**src/pibs_pkg.sv**
```systemverilog
// Constants, register map and state codes for the processor I/O bus select block.
// Assumes a single 100 MHz clock domain and a plain strobe register port.
`default_nettype none
package pibs_pkg;
  localparam int unsigned CLK_MHZ = 100;
  localparam int unsigned ADDR_W = 4;
  localparam int unsigned DATA_W = 16;
  localparam int unsigned LINES = 16;
  localparam int unsigned CNT_W = 8;
  localparam int unsigned SYNC_W = 7;

  // Register offsets
  localparam logic [3:0] OFS_SELECT = 4'h0;
  localparam logic [3:0] OFS_OUT_DATA = 4'h1;
  localparam logic [3:0] OFS_IN_DATA = 4'h2;
  localparam logic [3:0] OFS_CONTROL = 4'h3;
  localparam logic [3:0] OFS_TEST_NUM = 4'h4;
  localparam logic [3:0] OFS_STATUS = 4'h5;

  // Field positions
  localparam int unsigned CTL_LINE_ONE_BIT = 0;
  localparam int unsigned CTL_LINE_TWO_BIT = 1;
  localparam int unsigned CTL_TEST_RUN_BIT = 2;
  localparam int unsigned TNUM_DIR_BIT = 5;
  localparam int unsigned ST_BUSY_BIT = 0;
  localparam int unsigned ST_TEST_BIT = 1;
  localparam int unsigned ST_ROM_BIT = 2;
  localparam int unsigned ST_FLAG_BIT = 3;
  localparam int unsigned ST_STATE_BIT = 4;
  localparam int unsigned ST_IRH_BIT = 5;
  localparam int unsigned ST_IRL_BIT = 6;
  localparam int unsigned ST_XFER_BIT = 7;
  localparam int unsigned ST_ARMED_BIT = 8;

  // Synchroniser bit positions
  localparam int unsigned SY_IRH = 0;
  localparam int unsigned SY_IRL = 1;
  localparam int unsigned SY_XFER = 2;
  localparam int unsigned SY_FLAG = 3;
  localparam int unsigned SY_STATE = 4;
  localparam int unsigned SY_JUMPER = 5;
  localparam int unsigned SY_STMODE = 6;

  // Cycle counts
  localparam logic [7:0] STROBE_CYCLES = 8'h04;
  localparam logic [7:0] TEST_PERIOD_CYCLES = 8'h10;
  localparam logic [7:0] LOW_PULSE_CYCLES = 8'h08;

  // Test numbers, read as printed octal digits
  localparam logic [4:0] TNUM_FIRST_GAP = 5'h08;
  localparam logic [4:0] TNUM_HIGH_FIRST = 5'h0A;
  localparam logic [4:0] TNUM_LAST = 5'h11;
  localparam logic [4:0] TNUM_OCTAL_SKIP = 5'h02;

  // Reset values
  localparam logic [15:0] RST_DATA = 16'h0000;
  localparam logic [15:0] RST_STROBES_N = 16'hFFFF;
  localparam logic [5:0] RST_TNUM = 6'h00;
  localparam logic [6:0] RST_SYNC = 7'h7F;

  typedef enum logic [1:0] {
    PIBS_IDLE = 2'b00,
    PIBS_OUT = 2'b01,
    PIBS_IN = 2'b10,
    PIBS_TEST = 2'b11
  } pibs_state_t;
endpackage
`default_nettype wire

```
**src/pibs_io_bus_select.sv**
```systemverilog
// Processor side of the shared I/O bus: select strobes, bus drive, control
// lines, interrupt lines and the firmware bus test.
// Assumes peripherals couple on through tri-state buffers gated by our strobes;
// all pin inputs are asynchronous and are synchronised here.
// Strobe timing is counted in clock cycles, not in bus settling time.
// How it works
// - Peripherals reach the bus only through buffers gated by our 16+16 strobes.
// - High-priority interrupt goes low when the filter transfer request is asserted.
// - Low-priority interrupt pulses per time record and follows knob pulses.
// - Output strobe 0 clocks trigger programming data.
// - Test numbers are octal; lines 8 and up use number two higher.
// - Bus test strobes one chosen line; output-line tests drive repeatable bus patterns.
// - Reset ends the bus test; re-entry needs self-test mode and jumper again.
// - Jumper shorted outside self-test mode starts the primitive ROM test.
// - Input strobe 15 enables filter data onto the bus.
// - Output strobe 14 latches filter programming data.
// - Input strobes 0 to 4 enable front panel switch registers.
// - Control line one and control line two are driven out.
// - Output strobe 13 latches oscillator frequency data.
// - Input strobe 6 reads, output strobe 6 writes the instrument bus.
// - Input strobe 13 enables overload status.
// - Input strobes 8, 11, 12 read phase, phase count, marker count.
// - Output strobe 12 latches graphics line count.
// - Output strobe 11 latches calibration and noise programming.
//
// Local design decisions: the address-and-strobe port and the register offsets.
`default_nettype none
module pibs_io_bus_select #(
  parameter int unsigned STROBE_LEN = pibs_pkg::STROBE_CYCLES,
  parameter int unsigned TEST_PERIOD = pibs_pkg::TEST_PERIOD_CYCLES
) (
  input wire logic ref_clk_in,
  input wire logic rst_in,
  input wire logic [pibs_pkg::ADDR_W-1:0] reg_addr_in,
  input wire logic [pibs_pkg::DATA_W-1:0] reg_wdata_in,
  input wire logic reg_wr_in,
  input wire logic reg_rd_in,
  output logic [pibs_pkg::DATA_W-1:0] reg_rdata_out,
  output logic [pibs_pkg::LINES-1:0] output_select_strobe_n_out,
  output logic [pibs_pkg::LINES-1:0] input_select_strobe_n_out,
  input wire logic [pibs_pkg::DATA_W-1:0] io_bus_in,
  output logic [pibs_pkg::DATA_W-1:0] io_bus_out,
  output logic io_bus_oe_out,
  output logic control_line_one_out,
  output logic control_line_two_out,
  input wire logic filter_interrupt_request_n_in,
  input wire logic knob_interrupt_request_n_in,
  input wire logic filter_transfer_request_n_in,
  input wire logic instrument_bus_flag_n_in,
  input wire logic instrument_bus_state_line_n_in,
  input wire logic test_jumper_shorted_in,
  input wire logic self_test_mode_in,
  output logic high_prio_interrupt_n_out,
  output logic low_prio_interrupt_n_out,
  output logic rom_self_test_start_out
);

  typedef struct packed {
    pibs_pkg::pibs_state_t st;
    logic [3:0] sel;
    logic [15:0] dout;
    logic [15:0] din;
    logic ctl_one;
    logic ctl_two;
    logic test_run;
    logic [5:0] tnum;
    logic [7:0] cnt;
    logic [15:0] pat;
    logic armed;
    logic rom_test;
    logic [15:0] rdata;
    logic [6:0] sy1;
    logic [6:0] sy2;
    logic [6:0] sy3;
    logic [15:0] bus1;
    logic [15:0] bus2;
    logic [15:0] os_n;
    logic [15:0] is_n;
    logic [15:0] bus_drv;
    logic bus_oe;
    logic line_one;
    logic line_two;
    logic iph_n;
    logic ipl_n;
    logic [7:0] ipl_cnt;
  } pibs_regs_t;

  localparam logic [7:0] STROBE_LAST = 8'(STROBE_LEN - 1);
  localparam logic [7:0] STROBE_LEN_C = 8'(STROBE_LEN);
  localparam logic [7:0] PERIOD_LAST = 8'(TEST_PERIOD - 1);

  pibs_regs_t q_r;
  pibs_regs_t q_nxt;

  // Maps a printed octal test number to a select line; digits 8 and 9 are not tests
  function automatic logic [4:0] pibs_test_line(input logic [4:0] num);
    logic [4:0] line;
    line = 5'h10;
    if (num < pibs_pkg::TNUM_FIRST_GAP) begin
      line = num;
    end else if (num >= pibs_pkg::TNUM_HIGH_FIRST && num <= pibs_pkg::TNUM_LAST) begin
      line = num - pibs_pkg::TNUM_OCTAL_SKIP;
    end
    return line;
  endfunction

  logic [6:0] raw_pins;
  logic [6:0] act;
  logic [4:0] test_line;
  logic test_active;
  logic xfer_edge;
  logic knob_edge;
  logic jumper_edge;

  assign raw_pins = {self_test_mode_in, test_jumper_shorted_in,
                     instrument_bus_state_line_n_in, instrument_bus_flag_n_in,
                     filter_transfer_request_n_in, knob_interrupt_request_n_in,
                     filter_interrupt_request_n_in};

  always_comb begin
    q_nxt = q_r;
    // Active-high views, taken only from the second synchroniser stage
    act = q_r.sy2;
    act[pibs_pkg::SY_IRH] = ~q_r.sy2[pibs_pkg::SY_IRH];
    act[pibs_pkg::SY_IRL] = ~q_r.sy2[pibs_pkg::SY_IRL];
    act[pibs_pkg::SY_XFER] = ~q_r.sy2[pibs_pkg::SY_XFER];
    act[pibs_pkg::SY_FLAG] = ~q_r.sy2[pibs_pkg::SY_FLAG];
    act[pibs_pkg::SY_STATE] = ~q_r.sy2[pibs_pkg::SY_STATE];
    xfer_edge = ~q_r.sy2[pibs_pkg::SY_XFER] & q_r.sy3[pibs_pkg::SY_XFER];
    knob_edge = ~q_r.sy2[pibs_pkg::SY_IRL] & q_r.sy3[pibs_pkg::SY_IRL];
    jumper_edge = q_r.sy2[pibs_pkg::SY_JUMPER] & ~q_r.sy3[pibs_pkg::SY_JUMPER];
    test_line = pibs_test_line(q_r.tnum[4:0]);
    test_active = q_r.armed & q_r.test_run;

    // Stages reset high: a jumper held through reset gives no edge, so no re-arm
    q_nxt.sy1 = raw_pins;
    q_nxt.sy2 = q_r.sy1;
    q_nxt.sy3 = q_r.sy2;
    q_nxt.bus1 = io_bus_in;
    q_nxt.bus2 = q_r.bus1;
    // Read data stands one cycle only, then returns to zero
    q_nxt.rdata = pibs_pkg::RST_DATA;

    // Test entry only from self-test mode; otherwise the jumper means ROM test
    if (jumper_edge) begin
      if (q_r.sy2[pibs_pkg::SY_STMODE]) begin
        q_nxt.armed = 1'b1;
      end else begin
        q_nxt.rom_test = 1'b1;
      end
    end

    if (reg_wr_in) begin
      case (reg_addr_in)
        pibs_pkg::OFS_SELECT: begin
          q_nxt.sel = reg_wdata_in[3:0];
        end
        pibs_pkg::OFS_OUT_DATA: begin
          if (q_r.st == pibs_pkg::PIBS_IDLE && !test_active) begin
            q_nxt.dout = reg_wdata_in;
            q_nxt.st = pibs_pkg::PIBS_OUT;
            q_nxt.cnt = STROBE_LAST;
          end
        end
        pibs_pkg::OFS_IN_DATA: begin
          if (q_r.st == pibs_pkg::PIBS_IDLE && !test_active) begin
            q_nxt.st = pibs_pkg::PIBS_IN;
            q_nxt.cnt = STROBE_LAST;
          end
        end
        pibs_pkg::OFS_CONTROL: begin
          q_nxt.ctl_one = reg_wdata_in[pibs_pkg::CTL_LINE_ONE_BIT];
          q_nxt.ctl_two = reg_wdata_in[pibs_pkg::CTL_LINE_TWO_BIT];
          q_nxt.test_run = reg_wdata_in[pibs_pkg::CTL_TEST_RUN_BIT];
        end
        pibs_pkg::OFS_TEST_NUM: begin
          q_nxt.tnum = reg_wdata_in[5:0];
        end
        default: begin
        end
      endcase
    end

    if (reg_rd_in) begin
      case (reg_addr_in)
        pibs_pkg::OFS_SELECT: q_nxt.rdata = {12'h000, q_r.sel};
        pibs_pkg::OFS_OUT_DATA: q_nxt.rdata = q_r.dout;
        pibs_pkg::OFS_IN_DATA: q_nxt.rdata = q_r.din;
        pibs_pkg::OFS_CONTROL: q_nxt.rdata = {13'h0000, q_r.test_run, q_r.ctl_two, q_r.ctl_one};
        pibs_pkg::OFS_TEST_NUM: q_nxt.rdata = {10'h000, q_r.tnum};
        pibs_pkg::OFS_STATUS: begin
          q_nxt.rdata[pibs_pkg::ST_BUSY_BIT] = (q_r.st != pibs_pkg::PIBS_IDLE);
          q_nxt.rdata[pibs_pkg::ST_TEST_BIT] = (q_r.st == pibs_pkg::PIBS_TEST);
          q_nxt.rdata[pibs_pkg::ST_ROM_BIT] = q_r.rom_test;
          q_nxt.rdata[pibs_pkg::ST_FLAG_BIT] = act[pibs_pkg::SY_FLAG];
          q_nxt.rdata[pibs_pkg::ST_STATE_BIT] = act[pibs_pkg::SY_STATE];
          q_nxt.rdata[pibs_pkg::ST_IRH_BIT] = act[pibs_pkg::SY_IRH];
          q_nxt.rdata[pibs_pkg::ST_IRL_BIT] = act[pibs_pkg::SY_IRL];
          q_nxt.rdata[pibs_pkg::ST_XFER_BIT] = act[pibs_pkg::SY_XFER];
          q_nxt.rdata[pibs_pkg::ST_ARMED_BIT] = q_r.armed;
        end
        default: q_nxt.rdata = pibs_pkg::RST_DATA;
      endcase
    end

    case (q_r.st)
      pibs_pkg::PIBS_IDLE: begin
        if (test_active) begin
          q_nxt.st = pibs_pkg::PIBS_TEST;
          q_nxt.cnt = 8'h00;
        end
      end
      pibs_pkg::PIBS_OUT: begin
        if (q_r.cnt == 8'h00) begin
          q_nxt.st = pibs_pkg::PIBS_IDLE;
        end else begin
          q_nxt.cnt = q_r.cnt - 8'h01;
        end
      end
      pibs_pkg::PIBS_IN: begin
        if (q_r.cnt == 8'h00) begin
          // Sample two stages late, still inside the strobe window
          q_nxt.din = q_r.bus2;
          q_nxt.st = pibs_pkg::PIBS_IDLE;
        end else begin
          q_nxt.cnt = q_r.cnt - 8'h01;
        end
      end
      pibs_pkg::PIBS_TEST: begin
        // Left only by reset, so a running test cannot be stopped by software
        if (q_r.cnt == PERIOD_LAST) begin
          q_nxt.cnt = 8'h00;
          q_nxt.pat = q_r.pat + 16'h0001;
        end else begin
          q_nxt.cnt = q_r.cnt + 8'h01;
        end
      end
      default: begin
        q_nxt.st = pibs_pkg::PIBS_IDLE;
      end
    endcase

    // One decoded index drives at most one strobe, so buffers never fight
    q_nxt.os_n = pibs_pkg::RST_STROBES_N;
    q_nxt.is_n = pibs_pkg::RST_STROBES_N;
    q_nxt.bus_oe = 1'b0;
    // Next-cycle data, so the first strobe cycle already carries the new word
    q_nxt.bus_drv = q_nxt.dout;
    q_nxt.line_one = q_r.ctl_one;
    q_nxt.line_two = q_r.ctl_two;
    case (q_nxt.st)
      pibs_pkg::PIBS_OUT: begin
        // Line 0 trigger, 6 instrument bus, 11 cal, 12 graphics, 13 LO, 14 filter
        q_nxt.os_n[q_nxt.sel] = 1'b0;
        q_nxt.bus_oe = 1'b1;
      end
      pibs_pkg::PIBS_IN: begin
        // Lines 0-4 panel, 6 instrument bus, 8/11/12 counts, 13 overload, 15 filter
        q_nxt.is_n[q_nxt.sel] = 1'b0;
      end
      pibs_pkg::PIBS_TEST: begin
        q_nxt.bus_drv = q_nxt.pat;
        q_nxt.line_one = q_nxt.pat[0];
        q_nxt.line_two = q_nxt.pat[1];
        // Input-line tests release the bus so the selected board can drive it
        q_nxt.bus_oe = ~q_r.tnum[pibs_pkg::TNUM_DIR_BIT];
        if (q_nxt.cnt < STROBE_LEN_C && !test_line[4]) begin
          if (q_r.tnum[pibs_pkg::TNUM_DIR_BIT]) begin
            q_nxt.is_n[test_line[3:0]] = 1'b0;
          end else begin
            q_nxt.os_n[test_line[3:0]] = 1'b0;
          end
        end
      end
      default: begin
      end
    endcase

    // High priority follows the transfer request or the filter request level
    q_nxt.iph_n = ~(act[pibs_pkg::SY_XFER] | act[pibs_pkg::SY_IRH]);
    // Low priority: one pulse per record plus one per knob step
    if (xfer_edge || knob_edge) begin
      q_nxt.ipl_cnt = pibs_pkg::LOW_PULSE_CYCLES;
    end else if (q_r.ipl_cnt != 8'h00) begin
      q_nxt.ipl_cnt = q_r.ipl_cnt - 8'h01;
    end
    q_nxt.ipl_n = (q_nxt.ipl_cnt == 8'h00);
  end

  always_ff @(posedge ref_clk_in or posedge rst_in) begin
    if (rst_in) begin
      q_r <= '{
        st: pibs_pkg::PIBS_IDLE,
        sel: 4'h0,
        dout: pibs_pkg::RST_DATA,
        din: pibs_pkg::RST_DATA,
        ctl_one: 1'b0,
        ctl_two: 1'b0,
        test_run: 1'b0,
        tnum: pibs_pkg::RST_TNUM,
        cnt: 8'h00,
        pat: pibs_pkg::RST_DATA,
        armed: 1'b0,
        rom_test: 1'b0,
        rdata: pibs_pkg::RST_DATA,
        sy1: pibs_pkg::RST_SYNC,
        sy2: pibs_pkg::RST_SYNC,
        sy3: pibs_pkg::RST_SYNC,
        bus1: pibs_pkg::RST_DATA,
        bus2: pibs_pkg::RST_DATA,
        os_n: pibs_pkg::RST_STROBES_N,
        is_n: pibs_pkg::RST_STROBES_N,
        bus_drv: pibs_pkg::RST_DATA,
        bus_oe: 1'b0,
        line_one: 1'b0,
        line_two: 1'b0,
        iph_n: 1'b1,
        ipl_n: 1'b1,
        ipl_cnt: 8'h00
      };
    end else begin
      q_r <= q_nxt;
    end
  end

  assign reg_rdata_out = q_r.rdata;
  assign output_select_strobe_n_out = q_r.os_n;
  assign input_select_strobe_n_out = q_r.is_n;
  assign io_bus_out = q_r.bus_drv;
  assign io_bus_oe_out = q_r.bus_oe;
  assign control_line_one_out = q_r.line_one;
  assign control_line_two_out = q_r.line_two;
  assign high_prio_interrupt_n_out = q_r.iph_n;
  assign low_prio_interrupt_n_out = q_r.ipl_n;
  assign rom_self_test_start_out = q_r.rom_test;

endmodule
`default_nettype wire

```
**config.mk**
```make
export PLATFORM = sky130hd
export DESIGN_NAME = pibs_io_bus_select
export DESIGN_NICKNAME = d
export VERILOG_FILES = /design/src/pibs_pkg.sv /design/src/pibs_io_bus_select.sv
export SDC_FILE = /design/constraint.sdc
export NUM_CORES = 1
export LEC_CHECK = 0
export BUFFER_PORTS_ARGS = -buffer_cell sky130_fd_sc_hd__buf_2
export CAP_MARGIN = 20
export CELL_PAD_IN_SITES_DETAIL_PLACEMENT = 1
export CELL_PAD_IN_SITES_GLOBAL_PLACEMENT = 1
export CORE_UTILIZATION = 35
export CTS_CLUSTER_DIAMETER = 200
export CTS_CLUSTER_SIZE = 14
export DETAILED_ROUTE_END_ITERATION = 10
export GPL_TIMING_DRIVEN = 0
export PLACE_DENSITY_LB_ADDON = 0.1
export SLEW_MARGIN = 20
export SYNTH_ARGS = -nofsm -noshare
export SYNTH_HDL_FRONTEND = slang
export SYNTH_SLANG_ARGS = --single-unit
```
**constraint.sdc**
```tcl
create_clock -name ref_clk_in -period 5.3 [get_ports ref_clk_in]
set_clock_uncertainty 0.2 [all_clocks]
set_input_delay 0.265 -clock ref_clk_in [delete_from_list [all_inputs] [get_ports ref_clk_in]]
set_output_delay 0.265 -clock ref_clk_in [all_outputs]
set_load 0.03 [all_outputs]
```
==> results of run 1 <==
==> cell usage after synthesis (3+ instances only) <==
master      n
o21ai_1     7
a22oi_1    12
xor2_1      9
mux2i_1    12
o311ai_0    3
a31oi_1    11
nand3b_1    3
clkbuf_1   19
buf_4      65
o22ai_1     6
inv_1      31
nand2_1    74
nor2_1     66
mux2_2     44
a32oi_1     7
a222oi_1    4
and2_1      3
o22a_1      4
nand2b_1   10
or3_1       3
o21a_1      3
o21bai_1    4
buf_2       5
a21o_1      3
and3_1     12
nor3b_1     3
a21oi_1    31
nor3_1     11
o21ai_0     9
a211oi_1    5
nand4_1     7
nand3_1    17
nor4_1      7
xnor2_1    14
nor2b_1    16
ha_1       11
dfrtp_1   148
dfstp_2    51
==> routing by layer <==
metal	vias to the layer above	routed length [um]	global-route usage [%]
met5	-	0	0
met4	0	226	4.12
met3	13	663	2.85
met2	101	10100	27.8
met1	3127	11300	26.6
li1	3044	-	-
==> flip-flops by register name (all words and copies together), names as in the netlist, 2 cells and up <==
name	count
q_r	99
q_nxt	28
input_select_strobe_n_out	16
io_bus_out	16
output_select_strobe_n_out	16
reg_rdata_out	16
act	2
==> cells in the final DEF (no fill, tap or decap), types with 6 or more instances in the layout <==
| master | synthesis | routed |
|---|---|---|
| dfrtp_1 | 148 | 148 |
| buf_2 | 5 | 119 |
| nand2_1 | 74 | 74 |
| nor2_1 | 66 | 66 |
| buf_4 | 65 | 65 |
| dfstp_2 | 51 | 51 |
| mux2_2 | 44 | 44 |
| dlygate4sd3_1 | 0 | 41 |
| a21oi_1 | 31 | 31 |
| inv_1 | 31 | 30 |
| clkbuf_1 | 19 | 19 |
| nand3_1 | 17 | 17 |
| clkbuf_16 | 0 | 17 |
| nor2b_1 | 16 | 16 |
| xnor2_1 | 14 | 14 |
| and3_1 | 12 | 12 |
| mux2i_1 | 12 | 12 |
| a22oi_1 | 12 | 12 |
| nor3_1 | 11 | 11 |
| a31oi_1 | 11 | 11 |
| ha_1 | 11 | 11 |
| nand2b_1 | 10 | 10 |
| xor2_1 | 9 | 9 |
| o21ai_0 | 9 | 9 |
| nand4_1 | 7 | 7 |
| nor4_1 | 7 | 7 |
| o21ai_1 | 7 | 7 |
| a32oi_1 | 7 | 7 |
| o22ai_1 | 6 | 6 |
==> critical path, cell delays in order, from the launching register on <==
cell,delay (ns)
dfrtp_1,0.39
inv_1,0.17
ha_1,0.19
clkbuf_1,0.34
nand2b_1,0.27
a21o_1,0.16
nor2_1,0.05
o32a_1,0.42
or2_2,0.36
nor4_4,0.51
a21oi_1,0.15
==> stage by stage <==
stage	total power, mW	hold WS, ns	worst slack (ns)	util, %	cells
finish	5.42	0.154	1.97	44.8	1309
global route	5.77	0.161	1.69	44.8	1309
CTS	5.48	0.148	1.96	44.8	1309
detailed placement	4.12	0.136	1.90	40.6	1236
global placement	4.08	0.134	0.971	40.1	1230
floorplan	3.54	0.0695	2.30	-	792
==> layout make-up <==
type                       instances  share of cell area, %
timing repair buffer             161                   10.1
multi-input combinational        469                   28.3
clock inverter                    15                   1.66
buffer                            92                   5.48
sequential                       199                   45.8
inverter                          32                   1.12
tap                              324                   3.68
clock buffer                      17                   3.86
==> path summary, 6_finish.rpt <==
kind | startpoint | endpoint | slack, ns
worst max register to register | q_r[201] | output_select_strobe_n_out[9] | 1.97
worst max-delay path | q_r[201] | output_select_strobe_n_out[9] | 1.97
max in group asynchronous | rst_in | q_r[94] | 3.32
min in group asynchronous | rst_in | q_r[150] | 0.25
worst min-delay path | q_nxt[71] | q_r[71] | 0.15
worst min register to register | q_nxt[71] | q_r[71] | 0.15
==> cell families after synthesis <==
logic type / share of synthesized area [%]
compound gates: 9.38
mux: 6.93
simple gates: 15.0
xor+xnor: 2.27
buf+inv: 8.14
flops: 56.8
fa+ha+maj: 1.55
==> what timing repair did <==
action | CTS | global route
hold buffers | 41 | 0
hold endpoints to repair | 72 | 0
buffers inserted | 0 | 0
setup endpoints to repair | 0 | 0
==> power by group through the flow <==
stage,Combinational [mW],Sequential [mW],Clock (mW)
floorplan,1.50,2.04,0
detailed placement,2.01,2.10,0
global route,2.24,2.12,1.41
CTS,2.05,2.08,1.35
finish,2.04,2.08,1.31
global placement,1.98,2.10,0
==> flow_summary.yaml, run 1 <==
global_route:
  gr-total-overflow: 0
  grt_pass1_vias: 6554
  grt_use_total_pct: 18.0
  grt_max_degree: 34
  grt_pass1_wl_um: 36600
  antenna_found_initial: 0
logic_synthesis:
  yosysWarnings: 0
  yosys.area.top_type_share_pct: 41.7
  async_flop_share_pct: 100
  synth_edf_count: 0
  ys_top_cells_by_area: "dfrtp_1 42%, dfstp_2 15%, mux2_2 5.6%"
  synth_ff_type: "dfrtp_1"
  ys_types: 67
  ys_seq_area_share_pct: 56.8
  syn_inst: 792
  yosysTopAreaCell: "dfrtp_1"
  syn_area_sq_mm: 0.00889
  synth_nets: 850
  ys_ff_latch: 199
  avgSynthCellArea_sq_um: 11.2
place:
  dp_hpwl_um: 16500
  routabilityCongestion: 0.810
  portBuffers: 114
  placed_cell_area_sq_mm: 0.00999
clock_network:
  clock_latency_ns: 0.43
  cts_tree: "built"
  cts_made_buffers: 17
  cts_sinks: 199
  post_cts_resized: 0
  clockBufferDepth: 2
  htreeDepth: 4
  cts-root-buf: "clkbuf_16"
  clkTransAtPathRegs_ns: 0.08
floorplanning:
  core_area_sq_mm: 0.0246
  ios: 117
  start_util_pct: 36.1
  die_y_um: 161
  rows: 57
  fp.dieW_um: 161
  die-area_sq_mm: 0.0260
cells_and_area:
  area_delta_synth_final_pct: 23.9
  multi_input_area_sq_mm: 0.00312
  fill_cells: 2711
  num_antenna_cells: 0
  finalNetCount: 1030
  seqCellArea_sq_mm: 0.00504
  final_area_sq_mm: 0.0110
  drive_gt1_share_pct: 33.9
outcome:
  run_status: "complete, no violations"
worst_setup_path:
  worst-path-max-fanout: 10
  cp.arrival_ns: 3.45
  required_ns: 5.42
  crit_path_end_kind: "register"
  rr_worst_depth: 10
  crit_type: "reg -> reg"
  critPathLaunchType: "register"
sta:
  fin_setup_tns_ns: 0
  timing.fmax_mhz: 300
  worst_pin_slew_ns: 0.913
  maxSlewHeadroom_pct: 38.6
  fin_crit_ns: 3.33
  drv_slew: 0
  final-setup-viol-count: 0
  finalHoldViolations: 0
  rsz0062_at_grt: "no"
  finalCritPeriodShare_pct: 62.8
pwr:
  p_per_area_mw_per_mm2: 493
  p_leak_nw: 5.02
  p_int_mw: 3.32
  power_switching_share_pct: 38.8
  p_clk_share_pct: 24.1
  power_frac_comb_pct: 37.5
  power.share.sequential_pct: 38.3
  ir_drop_v: 0.000205
  p_sw_mw: 2.10
route:
  drc: 0
  routed_wl_um: 22300
  ant_nets: 0
  drt_iter0_drc: 307
  vias: 6285
  post_drt_wl_per_cell_um: 17.0
  viasPerCell: 4.80
  dr.pass1.iters: 4
run:
  drv_cap: 0
min_path:
  min_path_cells: 0
  hold_class: "reg -> reg"
Power figures use the tool's default switching activity.
==> run 2: changes to the inputs <==
Settings changed: ABC_AREA from default to 1.
Clock period 5.3 ns to 3.2 ns, I/O delays scaled along.
==> run 2 against run 1 <==
  * Critical path type unchanged
  * Total power up 11%
  * Register-to-register slack worse by 1.6 ns
  * Sequential cell count unchanged
  * Area after synthesis up 2.5%
  * Cell count increased by 17%
  * Largest power group unchanged
  * Via count grew 12%
  * Hold slack worse by 0.064 ns
==> flow_summary.yaml, run 2 <==
outcome:
  run_status: "complete, no violations"
logic_synthesis:
  ys_types: 40
  syn_area_sq_mm: 0.00911
  yosys.area.top_type_share_pct: 40.7
  ys_seq_area_share_pct: 55.4
  syn_inst: 1000
  synth_ff_type: "dfrtp_1"
  ys_top_cells_by_area: "dfrtp_1 41%, dfstp_2 15%, nand2_1 9.6%"
  async_flop_share_pct: 100
  yosysTopAreaCell: "dfrtp_1"
  synthTopCellsByCount: "232 x nand2_1, 157 x nor2_1, 148 x dfrtp_1"
  yosysMostFrequentCell: "nand2_1"
  synth_nets: 1058
  ys_ff_latch: 199
  yosysWarnings: 0
  avgSynthCellArea_sq_um: 9.11
  synth_edf_count: 0
worst_setup_path:
  required_ns: 3.38
  reg2reg_from: "q_r[201]"
  crit_path_end_kind: "register"
  cp.arrival_ns: 3.02
  critPathLaunchType: "register"
  crit_type: "reg -> reg"
  worst-path-max-fanout: 10
  reg2reg_slack_ns: 0.35
  rr_worst_depth: 12
  reg2reg_to: "input_select_strobe_n_out[11]"
clock_network:
  cts_sinks: 199
  cts_made_buffers: 17
  post_cts_resized: 0
  cts-root-buf: "clkbuf_16"
  clkTransAtPathRegs_ns: 0.08
  clock_latency_ns: 0.45
  cts_hold_buffers: 46
  clockBufferDepth: 2
  htreeDepth: 4
  cts_tree: "built"
  cts_setup_buffers: 0
min_path:
  hold_class: "in -> reg"
  hp-start: "reg_addr_in[3]"
  holdPathEnd: "reg_rdata_out[0]"
  min_path_cells: 6
floorplanning:
  start_util_pct: 36.0
  fp.dieW_um: 163
  core_area_sq_mm: 0.0253
  die-area_sq_mm: 0.0267
  ios: 117
  rows: 58
  die_y_um: 163
route:
  dr.pass1.iters: 5
  drc: 0
  post_drt_wl_per_cell_um: 15.5
  drt_iter0_drc: 368
  routed_wl_um: 23700
  ant_nets: 0
  vias: 7015
  viasPerCell: 4.58
pwr:
  power_frac_comb_pct: 14.6
  p_clk_share_pct: 39.5
  p_per_area_mw_per_mm2: 530
  power_switching_share_pct: 31.6
  ir_drop_v: 0.000297
  p_leak_nw: 5.52
  p_int_mw: 4.12
  p_sw_mw: 1.90
  power.share.sequential_pct: 46.0
sta:
  drv_slew: 0
  finalHoldViolations: 0
  worst_slack_ns: 0.354
  worst_pin_slew_ns: 0.692
  fin_crit_ns: 2.85
  rsz0062_at_grt: "no"
  maxSlewHeadroom_pct: 53.7
  final-setup-viol-count: 0
  timing.fmax_mhz: 351
  finalCritPeriodShare_pct: 88.9
global_route:
  antenna_found_initial: 0
  gr-total-overflow: 0
  grt_use_total_pct: 18.9
  grt_max_degree: 35
  grt_pass1_vias: 7184
  grt_pass1_wl_um: 38300
cells_and_area:
  drive_gt1_share_pct: 27.9
  largest-register: "q_r"
  layout_commonest_cell: "nand2_1"
  layout_common_cells: "232 x nand2_1, 157 x nor2_1, 148 x dfrtp_1, 126 x buf_2, 97 x inv_1"
  largest_reg_flops: 99
  area_delta_synth_final_pct: 24.6
  final_util_pct: 44.8
  fill_cells: 2980
  finalNetCount: 1245
  num_antenna_cells: 0
place:
  dp_hpwl_um: 17800
  routabilityCongestion: 0.799
  portBuffers: 116
  dp_slack_ns: 0.390
run:
  drv_cap: 0
==> run 2: changes by cell type after synthesis, sizes merged, moves of 13 or more <==
cell,before,now
nand2,74,238
nor2,66,167
inv,32,105
nand3,17,47
o21ai,18,46
mux2,44,21
nor2b,16,0
a21oi,31,16
clkbuf,19,6
==> run 2: stage by stage <==
stage	instance area, sq um	hold WS [ns]	power (mW)	TNS, ns	std cells
after floorplan	9110	-0.0355	3.37	0	1000
after CTS	11300	0.0496	6.11	0	1530
after detailed placement	10200	0.0665	3.65	0	1452
after global placement	10100	0.0657	3.61	-146.21	1446
after global routing	11300	0.0846	6.31	0	1530
final	11300	0.0895	6.02	0	1530
==> run 2: layout make-up <==
class	instances	area, sq um	area share (%)
clock inverter	15	235	2.07
tap	330	413	3.64
inverter	105	398	3.51
sequential	199	5040	44.4
multi-input combinational	611	3070	27.0
clock buffer	17	425	3.75
timing repair buffer	168	1160	10.2
buffer	85	602	5.30
==> run 2: kinds of logic (layout without fill, tap and decap cells) <==
kind of cell | count (synthesis) | count (layout) | share of synthesized area, %
buffers and inverters | 190 | 390 | 10.9
and+or+nand+nor | 477 | 477 | 22.7
DFF | 199 | 199 | 55.4
adders and majority gates | 11 | 11 | 1.51
xor gates and xnor gates | 18 | 18 | 1.73
AOI/OAI and AO/OA | 84 | 84 | 5.19
muxes | 21 | 21 | 2.60
==> run 2: worst max-delay path, stage by stage, from the launching register on <==
cell	delay, ns
dfrtp_1	0.41
inv_1	0.09
ha_1	0.33
nand2_1	0.16
nor2_1	0.18
o211ai_1	0.32
nand3_1	0.16
nand2_1	0.08
nor2_1	0.16
nand4_1	0.21
buf_2	0.27
nor2_1	0.12
nor2_1	0.07
==> run 2: power groups by stage <==
stage | Combinational (mW) | Clock [mW] | Sequential (mW)
detailed placement | 0.834 | 0 | 2.82
CTS | 0.885 | 2.46 | 2.77
floorplan | 0.559 | 0 | 2.81
global route | 0.992 | 2.53 | 2.78
finish | 0.876 | 2.37 | 2.77
global placement | 0.800 | 0 | 2.81
==> run 2: per-layer routing <==
layer,vias up,routed length [um],GRT usage [%]
li1,3435,-,-
met1,3459,12000,27.8
met2,106,10800,28.8
met3,15,736,3.00
met4,0,190,4.59
met5,-,0,0
==> run 2: worst max path at each step <==
stage | end | cells after the start | from
after floorplan | control_line_one_out | 1 | rst_in
after global placement | q_r[6] | 2 | rst_in
after detailed placement | output_select_strobe_n_out[4] | 12 | q_r[201]
after CTS | input_select_strobe_n_out[5] | 12 | q_r[201]
after global routing | input_select_strobe_n_out[11] | 12 | q_r[201]
final | input_select_strobe_n_out[11] | 12 | q_r[201]
